**config.mk**
```make
export PLATFORM = sky130hd
export DESIGN_NAME = irdm_top
export DESIGN_NICKNAME = d
export VERILOG_FILES = /design/src/irdm_top.v
export VERILOG_INCLUDE_DIRS = /design/src
export SDC_FILE = /design/constraint.sdc
export NUM_CORES = 1
export LEC_CHECK = 0
export BUFFER_PORTS_ARGS = -buffer_cell sky130_fd_sc_hd__buf_4
export CAP_MARGIN = 10
export CORE_ASPECT_RATIO = 0.7
export CORE_UTILIZATION = 54
export CTS_CLUSTER_SIZE = 8
export DETAILED_ROUTE_END_ITERATION = 6
export PLACE_DENSITY_LB_ADDON = 0.08
export SLEW_MARGIN = 20
export SYNTH_ARGS = -nofsm -noshare
export SYNTH_HDL_FRONTEND = slang
export SYNTH_SLANG_ARGS = --single-unit
```
**constraint.sdc**
```tcl
create_clock -name clk -period 18.3 [get_ports clk]
set_input_delay 0.915 -clock clk [delete_from_list [all_inputs] [get_ports clk]]
set_output_delay 0.915 -clock clk [all_outputs]
set_load 0.01 [all_outputs]
```
**src/irdm_defines.vh**
```
`ifndef IRDM_DEFINES_VH
`define IRDM_DEFINES_VH
// Register indices (byte-wide registers, one per address).
`define IRDM_REG_TEST1 8'h03
`define IRDM_REG_INTSTS 8'h06
`define IRDM_REG_FREQ0 8'h22
`define IRDM_REG_FREQ1 8'h23
`define IRDM_REG_FREQ2 8'h24
`define IRDM_REG_MANUAL_DIVIDE_MODE_LO 8'h46
`define IRDM_REG_MANUAL_DIVIDE_MODE_HI 8'h47
`define IRDM_REG_MONCFG 8'h48
`define IRDM_REG_BKT_BASE 8'h50
`define IRDM_REG_BKT_LAST 8'h5F
`define IRDM_REG_VALID 8'h0E
`define IRDM_REG_SELCTL 8'h30
// Field positions.
`define IRDM_FRQ_MANUAL_DIVIDE_MODE_BIT 7
`define IRDM_FRQ_L8K_BIT 6
`define IRDM_FRQ_BKT_LSB 4
`define IRDM_EDGE_BIT 2
`define IRDM_TDO_EN_BIT 6
`define IRDM_LOSS_BIT 6
// Reset values.
`define IRDM_RST_FREQ 8'h00
`define IRDM_RST_MANUAL_DIVIDE_MODE 14'h0000
`define IRDM_RST_BSIZE 8'h08
`define IRDM_RST_BSET 8'h06
`define IRDM_RST_BCLR 8'h04
`define IRDM_RST_BDECAY 8'h01
// Timing: 10 MHz clock.
`define IRDM_CLK_HZ 10000000
`define IRDM_WIN_MS 128
`define IRDM_WIN_CYC 24'h138800
`define IRDM_MISS_CYC 24'h000200
`define IRDM_MANUAL_DIVIDE_MODE_MAX 14'h3D08
`define IRDM_L8K_DIV 14'h04E1
`endif

```
**src/irdm_top.v**
```verilog
// Implementation choices: the register offsets and the plain strobed port.
`timescale 1ns/10ps
`include "irdm_defines.vh"
// Overview of operation
// - Direct mode passes a non-155 MHz selected input to the phase comparator undivided.
// - A direct-mode 155 MHz input is halved before phase comparison.
// - Frequency entry bit 6 makes hardware divide the input down to 8 kHz; the code divides by a fixed 1250.
// - Test control bit 2 picks which input edge the 8 kHz path uses.
// - Manual divide mode divides by N plus one, N from 1 to 15624.
// - Frequency entry bit 7 enables manual divide; N must yield 8 kHz.
// - One shared N register pair serves every manual-divide input.
// - Entry 10XX0000 selects manual divide with 8 kHz after division.
// - Each of three inputs has its own always-running activity monitor.
// - An inactive input is marked invalid and not a selection candidate.
// - Each input has a bucket; a 2-bit id picks one of four sets.
// - Each set holds bucket size, set threshold, clear threshold, decay.
// - Each 128 ms window with an irregularity adds one, saturating at size.
// - Leak is fill rate times 1, 1/2, 1/4 or 1/8.
// - A fill and a leak falling due together apply only the fill.
// - Alarm sets at the set threshold, clears below the clear threshold.
// - Others fail on inactivity; the selected one also on phase or range.
// - When the selected input fails, the best qualified input takes over.
// - A fast loss flag rises after a couple of missing reference cycles; the code waits 512 clocks without a rising edge.
// - Monitor config bit 6 copies the fast loss flag onto TDO.
// - The fast loss flag clears only by a write to interrupt status.
module irdm_top (
    input wire clk,
    input wire rst,
    input wire [7:0] reg_addr,
    input wire [7:0] reg_wdata,
    input wire reg_wr,
    input wire reg_rd,
    output reg [7:0] reg_rdata,
    input wire [2:0] ref_in,
    input wire [2:0] ref_is_155,
    input wire sel_phase_lost,
    input wire sel_out_of_range,
    input wire jtag_tdo,
    output reg tdo_out,
    output reg cmp_ref,
    output reg [1:0] sel_ref,
    output reg [2:0] ref_valid,
    output reg fast_loss
);
////////////////////////////////////////////////////////////////////////////
localparam [23:0] WIN_CYC = `IRDM_WIN_CYC;
localparam [1:0] ST_RUN = 2'b00;
localparam [1:0] ST_SWITCH = 2'b01;

reg [7:0] test1_q;
reg [7:0] moncfg_q;
reg [7:0] selctl_q;
reg [13:0] manual_divide_mode_q;
reg [7:0] freq_q [0:2];
reg [7:0] bkt_q [0:15];
reg [2:0] ref_d1_q;
reg [2:0] ref_d2_q;
reg [2:0] edge_seen_q;
reg [2:0] irreg_q;
reg [23:0] win_cnt_q;
reg [2:0] leak_cnt_q;
reg [7:0] acc_q [0:2];
reg [2:0] alarm_q;
reg [23:0] miss_cnt_q;
reg [1:0] state_q;
reg [13:0] div_cnt_q [0:2];
reg [2:0] div_out_q;
reg [2:0] half_q;
reg [2:0] fail_q;
wire [2:0] cand;
wire win_end;
wire [2:0] rise;
wire [2:0] fall;
wire [2:0] disq;

// The window counter is shared by all inputs, so every bucket fills and
// leaks on the same edge; that lets one leak counter serve all four
// decay settings.
assign win_end = (win_cnt_q == WIN_CYC - 24'h000001);
assign rise = ref_d1_q & ~ref_d2_q;
assign fall = ~ref_d1_q & ref_d2_q;

////////////////////////////////////////////////////////////////////////////
// Register file and read port.
integer k;
always @(posedge clk or posedge rst)
begin
    if (rst)
    begin
        test1_q <= 8'h00;
        moncfg_q <= 8'h00;
        selctl_q <= 8'h00;
        manual_divide_mode_q <= `IRDM_RST_MANUAL_DIVIDE_MODE;
        for (k = 0; k < 3; k = k + 1)
            freq_q[k] <= `IRDM_RST_FREQ;
        for (k = 0; k < 4; k = k + 1)
        begin
            bkt_q[4*k] <= `IRDM_RST_BSIZE;
            bkt_q[4*k+1] <= `IRDM_RST_BSET;
            bkt_q[4*k+2] <= `IRDM_RST_BCLR;
            bkt_q[4*k+3] <= `IRDM_RST_BDECAY;
        end
    end
    else if (reg_wr)
    begin
        // Every byte of a bucket set reads back as written; only the two
        // low bits of the decay entry are used by the leak logic.
        case (reg_addr)
            `IRDM_REG_TEST1: test1_q <= reg_wdata;
            `IRDM_REG_MONCFG: moncfg_q <= reg_wdata;
            `IRDM_REG_SELCTL: selctl_q <= reg_wdata;
            `IRDM_REG_FREQ0: freq_q[0] <= reg_wdata;
            `IRDM_REG_FREQ1: freq_q[1] <= reg_wdata;
            `IRDM_REG_FREQ2: freq_q[2] <= reg_wdata;
            `IRDM_REG_MANUAL_DIVIDE_MODE_LO: manual_divide_mode_q[7:0] <= reg_wdata;
            `IRDM_REG_MANUAL_DIVIDE_MODE_HI: manual_divide_mode_q[13:8] <= reg_wdata[5:0];
            default:
            begin
                if (reg_addr[7:4] == 4'h5)
                    bkt_q[reg_addr[3:0]] <= reg_wdata;
            end
        endcase
    end
end

// Reads return zero outside the cycle after a read strobe, so the read
// bus can be merged with that of other blocks by a plain OR.
always @(posedge clk or posedge rst)
begin
    if (rst)
        reg_rdata <= 8'h00;
    else if (reg_rd)
    begin
        case (reg_addr)
            `IRDM_REG_TEST1: reg_rdata <= test1_q;
            `IRDM_REG_MONCFG: reg_rdata <= moncfg_q;
            `IRDM_REG_SELCTL: reg_rdata <= selctl_q;
            `IRDM_REG_FREQ0: reg_rdata <= freq_q[0];
            `IRDM_REG_FREQ1: reg_rdata <= freq_q[1];
            `IRDM_REG_FREQ2: reg_rdata <= freq_q[2];
            `IRDM_REG_MANUAL_DIVIDE_MODE_LO: reg_rdata <= manual_divide_mode_q[7:0];
            `IRDM_REG_MANUAL_DIVIDE_MODE_HI: reg_rdata <= {2'b00, manual_divide_mode_q[13:8]};
            `IRDM_REG_INTSTS: reg_rdata <= {1'b0, fast_loss, 6'h00};
            `IRDM_REG_VALID: reg_rdata <= {alarm_q, 2'b00, ref_valid};
            default:
            begin
                if (reg_addr[7:4] == 4'h5)
                    reg_rdata <= bkt_q[reg_addr[3:0]];
                else
                    reg_rdata <= 8'h00;
            end
        endcase
    end
    else
        reg_rdata <= 8'h00;
end

////////////////////////////////////////////////////////////////////////////
// Shared window and leak timebase.
always @(posedge clk or posedge rst)
begin
    if (rst)
    begin
        win_cnt_q <= 24'h000000;
        leak_cnt_q <= 3'b000;
        ref_d1_q <= 3'b000;
        ref_d2_q <= 3'b000;
    end
    else
    begin
        // Inputs are taken as synchronous; the two stages serve edge detection,
        // and the first also feeds cmp_ref in direct mode.
        ref_d1_q <= ref_in;
        ref_d2_q <= ref_d1_q;
        if (win_end)
        begin
            win_cnt_q <= 24'h000000;
            leak_cnt_q <= leak_cnt_q + 3'b001;
        end
        else
            win_cnt_q <= win_cnt_q + 24'h000001;
    end
end

////////////////////////////////////////////////////////////////////////////
// Per-input monitor, bucket and pre-divider.
genvar g;
generate
    for (g = 0; g < 3; g = g + 1)
    begin : gen_in
        wire [1:0] bid = freq_q[g][`IRDM_FRQ_BKT_LSB+1:`IRDM_FRQ_BKT_LSB];
        wire [7:0] bsize = bkt_q[{bid, 2'b00}];
        wire [7:0] bset = bkt_q[{bid, 2'b01}];
        wire [7:0] bclr = bkt_q[{bid, 2'b10}];
        wire [1:0] decay = bkt_q[{bid, 2'b11}][1:0];
        // Leak every 1, 2, 4 or 8 windows.
        wire leak_due = win_end &&
            ((decay == 2'd0) || (decay == 2'd1 && leak_cnt_q[0]) ||
             (decay == 2'd2 && leak_cnt_q[1:0] == 2'b11) ||
             (decay == 2'd3 && leak_cnt_q == 3'b111));
        wire fill = win_end && (irreg_q[g] || !edge_seen_q[g]);
        wire use_fall = test1_q[`IRDM_EDGE_BIT];
        wire div_edge = use_fall ? fall[g] : rise[g];
        wire man = freq_q[g][`IRDM_FRQ_MANUAL_DIVIDE_MODE_BIT];
        wire l8k = freq_q[g][`IRDM_FRQ_L8K_BIT];
        // Auto mode uses a fixed factor; exact spot factors need a table.
        wire [13:0] lim = man ? manual_divide_mode_q : `IRDM_L8K_DIV;

        always @(posedge clk or posedge rst)
        begin
            if (rst)
            begin
                edge_seen_q[g] <= 1'b0;
                irreg_q[g] <= 1'b0;
                acc_q[g] <= 8'h00;
                alarm_q[g] <= 1'b0;
                div_cnt_q[g] <= 14'h0000;
                div_out_q[g] <= 1'b0;
                half_q[g] <= 1'b0;
            end
            else
            begin
                // A window without a rising edge counts as irregular.
                if (win_end)
                begin
                    edge_seen_q[g] <= 1'b0;
                    irreg_q[g] <= 1'b0;
                end
                else if (rise[g])
                    edge_seen_q[g] <= 1'b1;
                if (fill)
                begin
                    if (acc_q[g] < bsize)
                        acc_q[g] <= acc_q[g] + 8'h01;
                end
                else if (leak_due && acc_q[g] != 8'h00)
                    acc_q[g] <= acc_q[g] - 8'h01;
                // Between the two thresholds the alarm keeps its state; this
                // hysteresis stops a marginal input from flapping.
                if (acc_q[g] >= bset)
                    alarm_q[g] <= 1'b1;
                else if (acc_q[g] < bclr)
                    alarm_q[g] <= 1'b0;
                if (rise[g])
                    half_q[g] <= ~half_q[g];
                // One pulse per lim plus one input edges keeps the factor
                // exact; the pulse is one clock wide, so the comparator
                // sees one rising edge per division period.
                div_out_q[g] <= 1'b0;
                if ((man || l8k) && div_edge)
                begin
                    if (div_cnt_q[g] >= lim)
                    begin
                        div_cnt_q[g] <= 14'h0000;
                        div_out_q[g] <= 1'b1;
                    end
                    else
                        div_cnt_q[g] <= div_cnt_q[g] + 14'h0001;
                end
            end
        end
    end
endgenerate

////////////////////////////////////////////////////////////////////////////
// Qualification, selection and fast loss.
assign disq = alarm_q;

// An input that failed while selected stays out of the next pick, even
// when its own bucket is still clean; otherwise a phase or range failure
// would hand the selection straight back to the same input.
assign cand = ~disq & ~fail_q;

always @(posedge clk or posedge rst)
begin
    if (rst)
    begin
        ref_valid <= 3'b000;
        sel_ref <= 2'd0;
        state_q <= ST_RUN;
        miss_cnt_q <= 24'h000000;
        fast_loss <= 1'b0;
        tdo_out <= 1'b0;
        cmp_ref <= 1'b0;
        fail_q <= 3'b000;
    end
    else
    begin
        ref_valid <= ~disq;
        // The fast detector counts idle clocks on the selected input. It
        // saturates rather than wraps, so a dead input raises the flag once
        // and a software clear holds until the input has failed again.
        if (rise[sel_ref])
            miss_cnt_q <= 24'h000000;
        else if (miss_cnt_q != `IRDM_MISS_CYC)
            miss_cnt_q <= miss_cnt_q + 24'h000001;
        if (miss_cnt_q == `IRDM_MISS_CYC - 24'h000001)
            fast_loss <= 1'b1;
        else if (reg_wr && reg_addr == `IRDM_REG_INTSTS &&
                 reg_wdata[`IRDM_LOSS_BIT])
            fast_loss <= 1'b0;
        if (moncfg_q[`IRDM_TDO_EN_BIT])
            tdo_out <= fast_loss;
        else
            tdo_out <= jtag_tdo;
        if (freq_q[sel_ref][`IRDM_FRQ_MANUAL_DIVIDE_MODE_BIT] ||
            freq_q[sel_ref][`IRDM_FRQ_L8K_BIT])
            cmp_ref <= div_out_q[sel_ref];
        else if (ref_is_155[sel_ref])
            cmp_ref <= half_q[sel_ref];
        else
            cmp_ref <= ref_d1_q[sel_ref];
        case (state_q)
            ST_RUN:
            begin
                if (disq[sel_ref] || sel_phase_lost || sel_out_of_range)
                begin
                    state_q <= ST_SWITCH;
                    fail_q <= 3'b001 << sel_ref;
                end
            end
            ST_SWITCH:
            begin
                // Lowest index is highest priority here. With no candidate
                // left the present input is kept, as holdover is handled
                // outside this block.
                if (cand[0])
                    sel_ref <= 2'd0;
                else if (cand[1])
                    sel_ref <= 2'd1;
                else if (cand[2])
                    sel_ref <= 2'd2;
                state_q <= ST_RUN;
            end
            default: state_q <= ST_RUN;
        endcase
    end
end
endmodule // irdm_top

```
==> metrics.cfg <==
[sta]
report.final.slew_viol_count=0
setup-tns-final_ns=0
post-route-period-util=0.221
worstMarginPinSlew_ns=1.15
hold_viol_final=0
slew_headroom=0.230
max_clock_freq_ghz=0.248
rsz0062_at_grt=no
setup_viol=0
post-route-min-period_ns=4.04
fin_skew_ns=0.0200

[grt]
overflow=0
grtUsageTotal=0.304
grt_pass1_wl_microns=92100
grt_pass1_vias=14881
grt_max_degree=128
antenna_found_initial=2

[cts]
cts_buffer_depth=3
clk_pin_slew_ns=0.06
cts-resized-gates=0
ctsHoldBuffers=0
cts_buffers=49
cts_tree=built
insertion_delay_ns=0.57
cts_root_buffer=clkbuf_16
post_cts_buffers=0
cts.sinks=345
h-tree-depth=2

[synthesis]
synth_nets=1967
yosys.cell_count.top_type=dfrtp_1
ys_seq_elements=345
syn_area_sq_um=21200
syn_area_per_cell_sq_um=11.8
synth-main-ff-cell=dfrtp_1
ys_warn_count=0
yosys-top-cells-count=325 x dfrtp_1, 196 x mux2_2, 134 x ha_1, 128 x nand2_1, 117 x nor2_1
yosysTopAreaCell=dfrtp_1
ys_seq_area_frac=0.408
syn_inst=1801
synth_top_area_frac=0.383
ys_types=75
yosys-top-cells-area=dfrtp_1 38%, mux4_2 11%, mux2_2 10%
synth_edf_count=0
async_flop_share=1.00

[routing]
drt_iter0_markers=1397
ant_nets=0
drtPass1Iterations=5
viasPerCell=6.37
remaining_drc_errors=0
totalWireLength_microns=59000
via_count=15182
wl_per_cell_microns=24.7

[floorplan]
die_area_sq_um=40100
die_y_microns=168
start_util=0.550
ios=45
num_rows=60
coreArea_sq_um=38600
die_x_microns=239

[finish]
diodes=0
nets=2001
drive_gt1_frac=0.259
area_growth_pct=10.2
final_cells=2385

[flow_run]
maxCapViolCount=0

[setup_path]
cp_max_fo=18
path_class=flip-flop to flip-flop
critPathCaptureType=flip-flop
worstSetupStartpointType=flip-flop
cp_data_arrival_time_ns=4.53
required_ns=18.79

[placement]
port_buffers=44
gp_congestion=0.932
dp.cells=2311
dp_hpwl_microns=41400

[worst_hold_path]
min_path_type=primary input to flip-flop

[power]
vdd_drop_max_mv=0.0830
leakagePower_nw=10.6
power_density_nw_per_um2=83.5

[run_status]
status=finished clean

## cell usage in the layout, fill, tap and decap left out, types with 7 or more instances in the layout
cell         n
a21o_1      33
a21oi_1     78
a22oi_1     11
a31oi_1      9
and3_1      17
and4_1       7
buf_4       60
clkbuf_1    22
clkbuf_16   49
dfrtp_1    322
dfstp_2     20
ha_1       134
inv_1       97
mux2_2     196
mux2_4      18
mux2i_1     13
mux4_1      12
mux4_2     106
nand2_1    128
nand2b_1    18
nand3_1     41
nand4_1     40
nor2_1     117
nor2b_1     25
nor3_1      12
nor4_1      13
o211ai_1     7
o21ai_0     35
xnor2_1     50
xor2_1      55
## layout make-up
type	instances	area, sq um
clock buffer	71	1310
timing repair buffer	60	450
tap	527	659
fill	3148	15200
clock inverter	3	48.8
inverter	98	375
multi-input combinational	1281	11900
sequential	345	8660
## per-stage QoR
step	setup slack, ns	hold WS, ns	util	cell area, sq um	power, mW
floorplan	7.85	0.391	-	21200	1.03
global placement	14.46	0.457	0.571	22000	1.12
detailed placement	14.26	0.460	0.571	22000	1.13
CTS	14.21	0.452	0.606	23400	1.96
global route	13.77	0.451	0.606	23400	2.04
finish	14.26	0.464	0.606	23400	1.95
## where the power goes
group,internal [mW],total (mW),switching (mW)
clock network,0.490,0.834,0.344
logic,0.110,0.245,0.134
registers,0.810,0.874,0.0635
total,1.41,1.95,0.542
## metal layers
layer,vias to the layer above,GRT usage,wire [microns]
li1,6704,-,-
met1,7760,0.483,28200
met2,635,0.407,23700
met3,83,0.0841,5920
met4,0,0.0661,1180
met5,-,0,0
## worst paths after layout
| check | startpoint | end | slack, ns | cells after the start |
|---|---|---|---|---|
| setup reg to reg | win_cnt_q[0] | acc_q[23] | 14.26 | 12 |
| hold / removal | ref_in[2] | ref_d1_q[2] | 0.46 | 1 |
| max in group asynchronous | rst | bkt_q[102] | 15.31 | 4 |
| hold reg to reg | win_cnt_q[4] | win_cnt_q[4] | 0.47 | 1 |
| setup / recovery | win_cnt_q[0] | acc_q[23] | 14.26 | 12 |
| min in group asynchronous | rst | div_cnt_q[40] | 0.52 | 2 |
## worst max-delay path: stages, from the launching register on
cell,delay (ns)
dfrtp_1,0.40
ha_1,0.25
nand3_1,0.18
nor2_1,0.43
and4_1,0.75
nand2b_1,0.36
ha_1,0.37
a21oi_1,0.25
o211ai_1,0.16
o41ai_1,0.34
xor2_1,0.12
nor3_1,0.18
xor2_1,0.17
## state kept, by name, indices dropped and copies added (netlist names), 2 cells and up
register	flops
ref_valid	3
bkt_q	128
sel_ref	2
fail_q	3
alarm_q	3
leak_cnt_q	3
selctl_q	8
div_cnt_q	42
manual_divide_mode_q	14
edge_seen_q	3
ref_d1_q	3
ref_d2_q	3
div_out_q	3
moncfg_q	8
reg_rdata	8
miss_cnt_q	24
win_cnt_q	24
acc_q	24
test1_q	8
freq_q	24
half_q	3
## logic make-up (layout without fill, tap and decap cells)
group                    count (synthesis)  count (layout)  synth area share
AND/OR/NAND/NOR                        463             463             0.112
multiplexers                           345             345             0.250
flip-flops                             345             345             0.408
AO/OA/AOI/OAI                          231             231            0.0715
buffers and inverters                  175             232            0.0330
adder cells (fa/ha/maj)                137             137            0.0819
XOR/XNOR                               105             105            0.0434
(Power assumes the default switching activity.)
